### config.mk
export PLATFORM = sky130hd
export DESIGN_NAME = rts_sequencer
export DESIGN_NICKNAME = d
export VERILOG_FILES = /design/src/rtl/rts_tick.v /design/src/rtl/rts_sequencer.v
export VERILOG_INCLUDE_DIRS = /design/src /design/src/include
export SDC_FILE = /design/constraint.sdc
export NUM_CORES = 1
export LEC_CHECK = 0
export ABC_CLOCK_PERIOD_IN_PS = 5700
export BUFFER_PORTS_ARGS = -buffer_cell sky130_fd_sc_hd__buf_2
export CORE_MARGIN = 5
export CORE_UTILIZATION = 54
export CTS_CLUSTER_DIAMETER = 60
export DETAILED_ROUTE_END_ITERATION = 7
export GPL_TIMING_DRIVEN = 0
export PLACE_DENSITY = 0.73
export SYNTH_ARGS = -nofsm -noshare
export SYNTH_HDL_FRONTEND = slang
export SYNTH_SLANG_ARGS = --single-unit
### constraint.sdc
create_clock -name aclk -period 5.7 [get_ports aclk]
set_input_delay 0.57 -clock aclk [delete_from_list [all_inputs] [get_ports aclk]]
set_output_delay 0.57 -clock aclk [all_outputs]
set_load 0.02 [all_outputs]
### src/include/rts_regs.vh
// register map, field positions, reset values and time figures of the
// recloser test sequencer; included by the sequencer design file and the bench, not by the timebase
`ifndef RTS_REGS_VH
`define RTS_REGS_VH
// byte addresses on the AXI4-Lite slave
`define RTS_A_CTRL   8'h00
`define RTS_A_SEL    8'h04
`define RTS_A_SHOT   8'h08
`define RTS_A_AUX    8'h0c
`define RTS_A_SCALE  8'h10
`define RTS_A_STAT   8'h14
`define RTS_A_FAULT  8'h18
// control bits; read, test and clear are write-one pulses
`define RTS_C_READ   0
`define RTS_C_TEST   1
`define RTS_C_DELAY  2
`define RTS_C_EN     3
`define RTS_C_FCLR   4
// writable masks, reserved bits read zero
`define RTS_M_CTRL   32'h0000000c
`define RTS_M_SEL    32'h0000003f
`define RTS_M_SHOT   32'h00ffffff
`define RTS_M_AUX    32'hffffffff
`define RTS_M_SCALE  32'h0000000f
`define RTS_SCALE_RST 32'h00000001
// responses
`define RTS_RESP_OK  2'b00
`define RTS_RESP_DEC 2'b11
// time figures
`define RTS_CLK_NS   50
`define RTS_TICK_MS  500
`define RTS_PULSE_MS 900
`define RTS_HOUR_S   3600
`define RTS_HOLD_LAST 3'h7
`define RTS_NORM_HOLD 12'h002
`define RTS_RST_LIMIT 2'h2
`define RTS_FAIL_WDOG 8'h01
`endif

### src/rtl/rts_tick.v
// half-second timebase: one-cycle tick and a blink level toggling per tick
// assumes a free clock and a clock enable that freezes the count
`timescale 1ns/10ps
module rts_tick #(
   parameter [23:0] TICK_CYC = 24'd10000000
) (
   input  wire aclk,
   input  wire aresetn,
   input  wire ce,
   output reg  tick,
   output reg  blink
);
   reg [23:0] cnt_r;

   always @(posedge aclk) begin
      if (!aresetn) begin
         cnt_r <= 24'h000000;
         tick  <= 1'b0;
         blink <= 1'b0;
      end else if (ce) begin
         tick <= 1'b0;
         if (cnt_r == TICK_CYC - 24'h000001) begin
            cnt_r <= 24'h000000;
            tick  <= 1'b1;
            blink <= ~blink;
         end else begin
            cnt_r <= cnt_r + 24'h000001;
         end
      end
   end
endmodule

### src/rtl/rts_sequencer.v
// recloser settings read-out, built-in test and restart supervision
// assumes an AXI4-Lite master on aclk; contacts and switch are asynchronous
//
// Register access over AXI4-Lite and the address map were decided locally.
`timescale 1ns/10ps
`include "rts_regs.vh"
module rts_sequencer #(
   parameter [23:0] TICK_CYC   = `RTS_TICK_MS * 1000000 / `RTS_CLK_NS,
   parameter [24:0] PULSE_CYC  = `RTS_PULSE_MS * 1000000 / `RTS_CLK_NS,
   parameter [12:0] HOUR_TICKS = `RTS_HOUR_S * 1000 / `RTS_TICK_MS
) (
   input  wire        aclk,
   input  wire        aresetn,
   input  wire        ce,
   input  wire [7:0]  awaddr,
   input  wire        awvalid,
   output wire        awready,
   input  wire [31:0] wdata,
   input  wire [3:0]  wstrb,
   input  wire        wvalid,
   output wire        wready,
   output reg  [1:0]  bresp,
   output reg         bvalid,
   input  wire        bready,
   input  wire [7:0]  araddr,
   input  wire        arvalid,
   output wire        arready,
   output reg  [31:0] rdata,
   output reg  [1:0]  rresp,
   output reg         rvalid,
   input  wire        rready,
   input  wire        breaker_closed_contact,
   input  wire        breaker_open_contact,
   input  wire        delayed_first_shot_input,
   input  wire        mode_select_switch,
   input  wire        watchdog_restart,
   output reg         shot_pending_lamp,
   output reg         rearm_lamp,
   output reg         inst_lamp,
   output reg         lockout_lamp,
   output reg         pause_lamp,
   output reg         spare_lamp,
   output reg         pu_do_lamp,
   output reg  [3:0]  shot_num_lamps,
   output reg  [15:0] disp_value,
   output reg         relays_frozen,
   output reg  [7:0]  fail_code
);
   localparam [6:0] S_IDLE = 7'h01, S_NORM = 7'h02, S_SH1 = 7'h04, S_SH2 = 7'h08;
   localparam [6:0] S_SH3 = 7'h10, S_LOCK = 7'h20, S_REARM = 7'h40;

   function [11:0] scl;
      input [7:0] t;
      input [3:0] m;
      scl = t * m;
   endfunction

   // smallest selected timed shot above position p, zero means none left
   function [1:0] nxt_shot;
      input [3:0] s;
      input [1:0] p;
      integer i;
      begin
         nxt_shot = 2'h0;
         for (i = 3; i >= 1; i = i - 1)
            if (i > p && s[i])
               nxt_shot = i[1:0];
      end
   endfunction

   function [3:0] nxt_step;
      input [2:0] cur;
      input [7:0] used;
      integer i;
      begin
         nxt_step = 4'h8;
         for (i = 7; i >= 0; i = i - 1)
            if (i > cur && used[i])
               nxt_step = i[3:0];
      end
   endfunction

   function [31:0] merge;
      input [31:0] old;
      input [31:0] d;
      input [3:0]  be;
      integer i;
      begin
         merge = old;
         for (i = 0; i < 4; i = i + 1)
            if (be[i])
               merge[i*8 +: 8] = d[i*8 +: 8];
      end
   endfunction

   function dec_ok;
      input [7:0] a;
      dec_ok = (a == `RTS_A_CTRL) || (a == `RTS_A_SEL) || (a == `RTS_A_SHOT) ||
               (a == `RTS_A_AUX) || (a == `RTS_A_SCALE) || (a == `RTS_A_STAT) ||
               (a == `RTS_A_FAULT);
   endfunction

   // -------------------------------------------------------------
   // timebase and pin synchronisers
   // -------------------------------------------------------------
   wire tick;
   wire blink;
   rts_tick #(.TICK_CYC(TICK_CYC)) u_tick (
      .aclk    (aclk),
      .aresetn (aresetn),
      .ce      (ce),
      .tick    (tick),
      .blink   (blink)
   );

   wire [3:0] pins = {mode_select_switch, delayed_first_shot_input,
                      breaker_open_contact, breaker_closed_contact};
   reg  [3:0] s1_r, s2_r, s3_r, pin_r;
   reg  [4:0] arm_r;
   reg        sw_prev_r;
   wire [3:0] agree = ~(s2_r ^ s3_r);
   // switch watching starts only once the filter holds real samples
   wire       sw_chg = arm_r[4] & (pin_r[3] ^ sw_prev_r);
   wire       brk_closed = pin_r[0] & ~pin_r[1];

   always @(posedge aclk) begin
      if (!aresetn) begin
         s1_r <= 4'h0;
         s2_r <= 4'h0;
         s3_r <= 4'h0;
         pin_r <= 4'h0;
         arm_r <= 5'h00;
         sw_prev_r <= 1'b0;
      end else if (ce) begin
         s1_r <= pins;
         s2_r <= s1_r;
         s3_r <= s2_r;
         pin_r <= (pin_r & ~agree) | (s3_r & agree);
         arm_r <= {arm_r[3:0], 1'b1};
         sw_prev_r <= pin_r[3];
      end
   end

   // -------------------------------------------------------------
   // register file
   // -------------------------------------------------------------
   reg  [31:0] ctrl_r, sel_r, shot_r, aux_r, scale_r;
   reg  [6:0]  st_r;
   reg         rd_act_r;
   wire        wr_go = ce & awvalid & wvalid & ~bvalid;
   wire        rd_go = ce & arvalid & ~rvalid;
   wire        wr_ctrl = wr_go & (awaddr == `RTS_A_CTRL) & wstrb[0];
   wire        idle = (st_r == S_IDLE) & ~rd_act_r;
   wire        go_test = wr_ctrl & wdata[`RTS_C_TEST] & ctrl_r[`RTS_C_EN] & idle;
   wire        go_rd = wr_ctrl & wdata[`RTS_C_READ] & idle;
   wire        fclr = wr_ctrl & wdata[`RTS_C_FCLR];
   wire [3:0]  time_scale_factor = scale_r[3:0];
   wire [3:0]  sel = sel_r[3:0];
   wire [1:0]  spare_sel = sel_r[5:4];
   reg  [31:0] rmux;

   assign awready = wr_go;
   assign wready  = wr_go;
   assign arready = rd_go;

   always @(posedge aclk) begin
      if (!aresetn) begin
         ctrl_r <= 32'h00000000;
         sel_r <= 32'h00000000;
         shot_r <= 32'h00000000;
         aux_r <= 32'h00000000;
         scale_r <= `RTS_SCALE_RST;
         bvalid <= 1'b0;
         bresp <= `RTS_RESP_OK;
      end else if (ce) begin
         if (bvalid && bready)
            bvalid <= 1'b0;
         if (wr_go) begin
            bvalid <= 1'b1;
            bresp <= dec_ok(awaddr) ? `RTS_RESP_OK : `RTS_RESP_DEC;
            case (awaddr)
               `RTS_A_CTRL:  ctrl_r <= merge(ctrl_r, wdata, wstrb) & `RTS_M_CTRL;
               `RTS_A_SEL:   sel_r <= merge(sel_r, wdata, wstrb) & `RTS_M_SEL;
               `RTS_A_SHOT:  shot_r <= merge(shot_r, wdata, wstrb) & `RTS_M_SHOT;
               `RTS_A_AUX:   aux_r <= merge(aux_r, wdata, wstrb) & `RTS_M_AUX;
               `RTS_A_SCALE: scale_r <= merge(scale_r, wdata, wstrb) & `RTS_M_SCALE;
               default: ;
            endcase
         end
      end
   end

   // -------------------------------------------------------------
   // built-in test sequence
   // -------------------------------------------------------------
   reg  [11:0] cnt_r;
   reg  [3:0]  sel_run_r;
   reg         pass_r, lockst_r;
   reg  [6:0]  adv_st;
   reg  [11:0] adv_cnt;
   wire        expd = tick & (cnt_r == 12'h000);
   wire [1:0]  pos = (st_r == S_SH1) ? 2'h1 : (st_r == S_SH2) ? 2'h2 :
                     (st_r == S_SH3) ? 2'h3 : 2'h0;
   wire        norm_go = (st_r == S_NORM) & expd & ~(pass_r & ~lockst_r);
   wire        fire = (expd & (pos != 2'h0)) | (norm_go & sel_run_r[0]);

   always @* begin
      case (nxt_shot(sel_run_r, pos))
         2'h1: begin
            adv_st = S_SH1;
            adv_cnt = scl(shot_r[7:0], time_scale_factor);
         end
         2'h2: begin
            adv_st = S_SH2;
            adv_cnt = scl(shot_r[15:8], time_scale_factor);
         end
         2'h3: begin
            adv_st = S_SH3;
            adv_cnt = scl(shot_r[23:16], time_scale_factor);
         end
         default: begin
            adv_st = S_LOCK;
            adv_cnt = `RTS_NORM_HOLD;
         end
      endcase
   end

   always @(posedge aclk) begin
      if (!aresetn) begin
         st_r <= S_IDLE;
         cnt_r <= 12'h000;
         sel_run_r <= 4'h0;
         pass_r <= 1'b0;
         lockst_r <= 1'b0;
      end else if (ce) begin
         if (tick && cnt_r != 12'h000)
            cnt_r <= cnt_r - 12'h001;
         case (st_r)
            S_IDLE: if (go_test) begin
               pass_r <= 1'b0;
               lockst_r <= ~brk_closed;
               sel_run_r <= (ctrl_r[`RTS_C_DELAY] | pin_r[2]) ? (sel & (sel - 4'h1)) : sel;
               st_r <= brk_closed ? S_NORM : S_LOCK;
               cnt_r <= `RTS_NORM_HOLD;
            end
            S_NORM: if (expd) begin
               if (pass_r && !lockst_r) begin
                  st_r <= S_IDLE;
               end else begin
                  st_r <= adv_st;
                  cnt_r <= adv_cnt;
               end
            end
            S_SH1, S_SH2, S_SH3: if (expd) begin
               st_r <= adv_st;
               cnt_r <= adv_cnt;
            end
            S_LOCK: if (expd) begin
               if (pass_r && lockst_r) begin
                  st_r <= S_IDLE;
               end else begin
                  st_r <= S_REARM;
                  cnt_r <= scl(aux_r[7:0], time_scale_factor);
               end
            end
            S_REARM: if (expd) begin
               pass_r <= 1'b1;
               st_r <= S_NORM;
               cnt_r <= `RTS_NORM_HOLD;
            end
            default: st_r <= S_IDLE;
         endcase
      end
   end

   // -------------------------------------------------------------
   // spare output timing and reclose indication pulse
   // -------------------------------------------------------------
   reg        sp_pu_r, sp_do_r, pulse_r;
   reg [11:0] sp_cnt_r;
   reg [24:0] pcnt_r;
   reg [3:0]  prep_r;

   always @(posedge aclk) begin
      if (!aresetn) begin
         sp_pu_r <= 1'b0;
         sp_do_r <= 1'b0;
         sp_cnt_r <= 12'h000;
         pulse_r <= 1'b0;
         pcnt_r <= 25'h0000000;
         prep_r <= 4'h0;
      end else if (ce) begin
         if (tick && sp_cnt_r != 12'h000)
            sp_cnt_r <= sp_cnt_r - 12'h001;
         if (tick && sp_cnt_r == 12'h000) begin
            sp_pu_r <= 1'b0;
            sp_do_r <= sp_pu_r;
            if (sp_pu_r)
               sp_cnt_r <= scl(aux_r[31:24], time_scale_factor);
         end
         if (fire && pos == spare_sel) begin
            sp_pu_r <= 1'b1;
            sp_do_r <= 1'b0;
            sp_cnt_r <= scl(aux_r[23:16], time_scale_factor);
         end
         // 0.9 s per unit of multiplier
         if (pulse_r) begin
            if (pcnt_r != 25'h0000000) begin
               pcnt_r <= pcnt_r - 25'h0000001;
            end else if (prep_r > 4'h1) begin
               prep_r <= prep_r - 4'h1;
               pcnt_r <= PULSE_CYC - 25'h0000001;
            end else begin
               pulse_r <= 1'b0;
            end
         end
         if (fire) begin
            pulse_r <= 1'b1;
            pcnt_r <= PULSE_CYC - 25'h0000001;
            prep_r <= time_scale_factor;
         end
      end
   end

   // -------------------------------------------------------------
   // settings read-out
   // -------------------------------------------------------------
   reg  [2:0] step_r, hold_r;
   wire [7:0] used = {{2{|aux_r[31:16]}}, |aux_r[15:8], 1'b1, sel[3:1], 1'b1};
   wire [3:0] nstep = nxt_step(step_r, used);

   always @(posedge aclk) begin
      if (!aresetn) begin
         rd_act_r <= 1'b0;
         step_r <= 3'h0;
         hold_r <= 3'h0;
      end else if (ce) begin
         if (go_rd) begin
            rd_act_r <= 1'b1;
            step_r <= 3'h0;
            hold_r <= 3'h0;
         end else if (rd_act_r && tick) begin
            hold_r <= hold_r + 3'h1;
            if (hold_r == `RTS_HOLD_LAST) begin
               rd_act_r <= ~nstep[3];
               step_r <= nstep[2:0];
            end
         end
      end
   end

   // -------------------------------------------------------------
   // lamps and display
   // -------------------------------------------------------------
   always @(posedge aclk) begin
      if (!aresetn) begin
         {shot_pending_lamp, rearm_lamp, inst_lamp, lockout_lamp} <= 4'h0;
         {pause_lamp, spare_lamp, pu_do_lamp, relays_frozen} <= 4'h0;
         shot_num_lamps <= 4'h0;
         disp_value <= 16'h0000;
      end else if (ce) begin
         // relays held, lamp alone shows reclose
         relays_frozen <= (st_r != S_IDLE);
         shot_pending_lamp <= pulse_r;
         {rearm_lamp, inst_lamp, lockout_lamp, pause_lamp, pu_do_lamp} <= 5'h00;
         spare_lamp <= sp_do_r & blink;
         shot_num_lamps <= 4'h0;
         disp_value <= {4'h0, (pos == 2'h1) ? cnt_r : {1'b0, cnt_r[11:1]}};
         if (rd_act_r) begin
            disp_value <= 16'h0000;
            case (step_r)
               3'h0: begin
                  shot_num_lamps <= sel;
                  shot_pending_lamp <= blink;
               end
               3'h1, 3'h2, 3'h3: begin
                  shot_num_lamps <= 4'h1 << step_r;
                  disp_value <= {8'h00, shot_r[(step_r - 3'h1) * 8 +: 8]};
                  shot_pending_lamp <= blink;
               end
               3'h4: begin
                  disp_value <= {8'h00, aux_r[7:0]};
                  rearm_lamp <= blink;
               end
               3'h5: begin
                  disp_value <= {8'h00, aux_r[15:8]};
                  pause_lamp <= blink;
               end
               3'h6: begin
                  disp_value <= aux_r[31:16];
                  spare_lamp <= blink;
                  pu_do_lamp <= blink;
               end
               default: begin
                  disp_value <= {14'h0000, spare_sel};
                  spare_lamp <= blink;
               end
            endcase
         end else begin
            case (st_r)
               S_NORM: rearm_lamp <= 1'b1;
               S_SH1: begin
                  shot_pending_lamp <= blink | pulse_r;
                  inst_lamp <= sel_run_r[0] & blink;
               end
               S_SH2, S_SH3: begin
                  shot_pending_lamp <= blink | pulse_r;
                  inst_lamp <= blink;
               end
               S_LOCK: {inst_lamp, lockout_lamp} <= {2{blink}};
               S_REARM: {rearm_lamp, inst_lamp, lockout_lamp} <= {3{blink}};
               default: ;
            endcase
         end
      end
   end

   // -------------------------------------------------------------
   // restart supervision and read port
   // -------------------------------------------------------------
   reg [1:0]  rcnt_r;
   reg [12:0] hour_r;

   always @(posedge aclk) begin
      if (!aresetn) begin
         rcnt_r <= 2'h0;
         hour_r <= 13'h0000;
         fail_code <= 8'h00;
      end else if (ce) begin
         if (tick && rcnt_r != 2'h0) begin
            hour_r <= hour_r + 13'h0001;
            if (hour_r == HOUR_TICKS - 13'h0001)
               rcnt_r <= 2'h0;
         end
         if (fclr)
            fail_code <= 8'h00;
         if (sw_chg) begin
            if (rcnt_r == 2'h0)
               hour_r <= 13'h0000;
            rcnt_r <= rcnt_r + 2'h1;
            // third restart in the hour fails
            if (rcnt_r == `RTS_RST_LIMIT) begin
               rcnt_r <= 2'h0;
               fail_code <= `RTS_FAIL_WDOG;
            end
         end
         if (watchdog_restart)
            fail_code <= `RTS_FAIL_WDOG;
      end
   end

   always @* begin
      case (araddr)
         `RTS_A_CTRL:  rmux = ctrl_r;
         `RTS_A_SEL:   rmux = sel_r;
         `RTS_A_SHOT:  rmux = shot_r;
         `RTS_A_AUX:   rmux = aux_r;
         `RTS_A_SCALE: rmux = scale_r;
         `RTS_A_STAT:  rmux = {8'h00, cnt_r, sp_do_r, step_r, rd_act_r, st_r};
         `RTS_A_FAULT: rmux = {22'h000000, rcnt_r, fail_code};
         default:      rmux = 32'h00000000;
      endcase
   end

   always @(posedge aclk) begin
      if (!aresetn) begin
         rvalid <= 1'b0;
         rdata <= 32'h00000000;
         rresp <= `RTS_RESP_OK;
      end else if (ce) begin
         if (rvalid && rready)
            rvalid <= 1'b0;
         if (rd_go) begin
            rvalid <= 1'b1;
            rdata <= rmux;
            rresp <= dec_ok(araddr) ? `RTS_RESP_OK : `RTS_RESP_DEC;
         end
      end
   end
endmodule

==> out/results.tsv <==
stage	metric	value	unit
logic_synthesis	synth.largest_area_cell	dfxtp_1	
clock_network	postCtsSetupRepairBufs	0	
sta	rsz0062_at_grt	false	
sta	slew_violations	0	
placement	place_ws	-35.76	ps
sta	setup_viol_count_final	0	
sta	setup_slack	190.3	ps
final_layout	post-route-cell-area	21500	um2
logic_synthesis	synth_compound_area_frac	0.1824	
clock_network	cts_buffer_depth	3	
logic_synthesis	synthesis.area	19080	um2
logic_synthesis	syn_inst	2402	
route	postRouteAntennaNets	0	
power	p_leak	9.071	nW
logic_synthesis	synth_top_family_by_area	simple AND/OR/NAND/NOR gates	
placement	port_buffers	137	
worst_setup_path	path_class	flop to flop	
sta	period_minus_slack	5510	ps
logic_synthesis	synth_simple_gate_area_share	0.2415	
grt	grt_pass1_wl	109.3	mm
logic_synthesis	yosys-top-cells-area	dfxtp_1, fa_1, ha_1	
route	vias_per_cell	6.367	
flow_run	drv_cap	0	
logic_synthesis	async_flop_share	0	
clock_network	holdBufCountCts	0	
worst_setup_path	end_kind	flop	
route	firstDrtPassIters	8	
worst_setup_path	startpoint_type	flop	
clock_network	cts.sinks	279	
floorplan	ioPinCount	142	
logic_synthesis	ys.flop_type	dfxtp_1	
placement	dpl.hpwl	54.31	mm
route	drt-total-wl	72.54	mm
power	power	4.514	mW
clock_network	cts_tree	done	
logic_synthesis	synth_adder_area_share	0.1490	
sta	fmax	181.5	MHz
final_layout	drive_gt1_frac	0.09182	
logic_synthesis	synth_fp_nets	2651	
sta	hold_viol_final	0	
final_layout	area_growth	12.68	%
clock_network	clock_tree.root_cell	clkbuf_16	
sta	fin_worst_skew	30.27	ps
grt	grt_remaining_overflow	0	
final_layout	fin_nets	2826	
logic_synthesis	synth.most_common_cell	nand2_1	
clock_network	clk_transition_reported_paths	60	ps
sta	slew_headroom	0.1742	
logic_synthesis	seq_area_frac_synth	0.2928	
logic_synthesis	synth.area.mux_share	0.02709	
logic_synthesis	yosys_register_bits	279	
placement	placed_area	20330	um2
floorplan	die-height	198.0	um
floorplan	core_area	34710	um2
outcome	violations	DRC	
grt	grt_use_total	0.3606	
final_layout	nFillCells	3204	
route	drcViolationCount	47	
clock_network	htree_levels	2	
route	drt_iter0_drc	2677	
floorplan	rows	68	
logic_synthesis	synth_edf_count	0	
logic_synthesis	ys_top_cells_by_count	nand2_1, dfxtp_1, a21oi_1, nor2_1, clkbuf_1	
floorplan	die_area	39190	um2
logic_synthesis	synth_cell_types	80	
sta	period_share	0.9666	
outcome	status	finished, violations left	
worst_setup_path	crit_fanout	10	
worst_setup_path	critPathRequiredTime	6160	ps
power	vdd_ir_drop_max	0.2715	mV
floorplan	die_w	198.0	um
clock_network	clk_latency	570	ps
clock_network	cts_buffers	36	
route	vias	19469	
route	wire_per_inst	23.72	um
final_layout	num_antenna_cells	0	
logic_synthesis	yosysWarnings	0	
placement	gp_congestion	1.045	
logic_synthesis	synth_xor_area_frac	0.05142	
sta	tightest_slew	1227	ps
power	powerDensity	210.0	nW/um2
grt	grt_pass1_vias	18577	
grt	grt_max_degree	14	
worst_setup_path	cp.arrival	5970	ps
grt	antenna_found_initial	0	
worst_hold_path	hold_path.class	input pin to flop	
floorplan	initial_core_util	0.5496	
logic_synthesis	yosysTopAreaCellShare	0.2928	
logic_synthesis	avgSynthCellArea	7.942	um2
## where the power goes
group | switching, mW | internal, mW | leakage (nW)
Sequential | 0.0232 | 1.97 | 2.25
Combinational | 0.196 | 0.0808 | 6.25
Clock | 0.949 | 1.30 | 0.565
Total | 1.17 | 3.35 | 9.07
## cell usage in the layout, fill, tap and decap left out, types with 112 or more instances in the layout
cell,n
and2_1,126
nand2_1,324
nor2_1,230
a21oi_1,230
dfxtp_1,279
buf_2,141
clkbuf_1,131
inv_1,129
ha_1,112
## flip-flops by register name (all words and copies together) (netlist names), 8 cells and up, named ones only
register	count
aux_r	32
cnt_r	12
disp_value	16
fail_code	8
hour_r	13
pcnt_r	25
rdata	32
shot_r	24
sp_cnt_r	12
u_tick.cnt_r	24
## worst paths after layout
kind	start	endpoint	slack, ps	cells past startpoint
worst max register to register	scale_r[2]	cnt_r[10]	190	14
worst max-delay path	scale_r[2]	cnt_r[10]	190	14
worst min-delay path	delayed_first_shot_input	s1_r[2]	250	3
worst min register to register	rdata[26]	rdata[26]	450	2
## through the flow
step / hold slack (ps) / instances / setup TNS, ps / util
after global routing: 267.2 / 3058 / 0 / 0.6193
after detailed placement: 442.9 / 2994 / -35.76 / 0.5857
after CTS: 245.4 / 3058 / 0 / 0.6192
after floorplan: 434.2 / 2402 / 0 / -
after global placement: 438.0 / 2994 / -12.68 / 0.5857
final: 251.9 / 3058 / 0 / 0.6193
## final cells by class
class                      instances  area (um2)  area share
multi-input combinational       1846       12430      0.5781
sequential                       279        5585      0.2598
clock buffer                      49        1040     0.04837
timing repair buffer             137       685.7     0.03190
buffer                           146       576.8     0.02683
tap                              455       569.3     0.02648
inverter                         131       491.7     0.02287
clock inverter                    15       121.4    0.005646
## critical path: stages (launching register included)
cell and delay, ps:
dfxtp_1 580, clkbuf_1 760, clkbuf_2 580, nand2_1 140, fa_1 530, inv_1 50
fa_1 540, fa_1 470, a21o_1 210, a211o_1 310, a2111o_1 390, a21oi_1 160
nand3b_1 140, a31oi_1 190, o31a_1 350
## cells by family (layout without fill, tap and decap cells)
kind of cell    after synthesis  in the layout
compound gates              542            542
xor+xnor                    112            112
fa+ha+maj                   184            184
buf+inv                     277            478
flops                       279            279
mux                          51             51
simple gates                957            957
## timing repair
item,CTS,global route
pin swaps,0,0
endpoints found under the setup margin,1,2
gates resized for setup,1,5
## layer usage
metal | share of wire | global-route usage
met2 | 0.42 | 0.5416
met3 | 0.12 | 0.08184
met1 | 0.40 | 0.4895
met4 | 0.060 | 0.1795
met5 | 0 | 0
No activity file was read; power rests on OpenSTA's default activity.
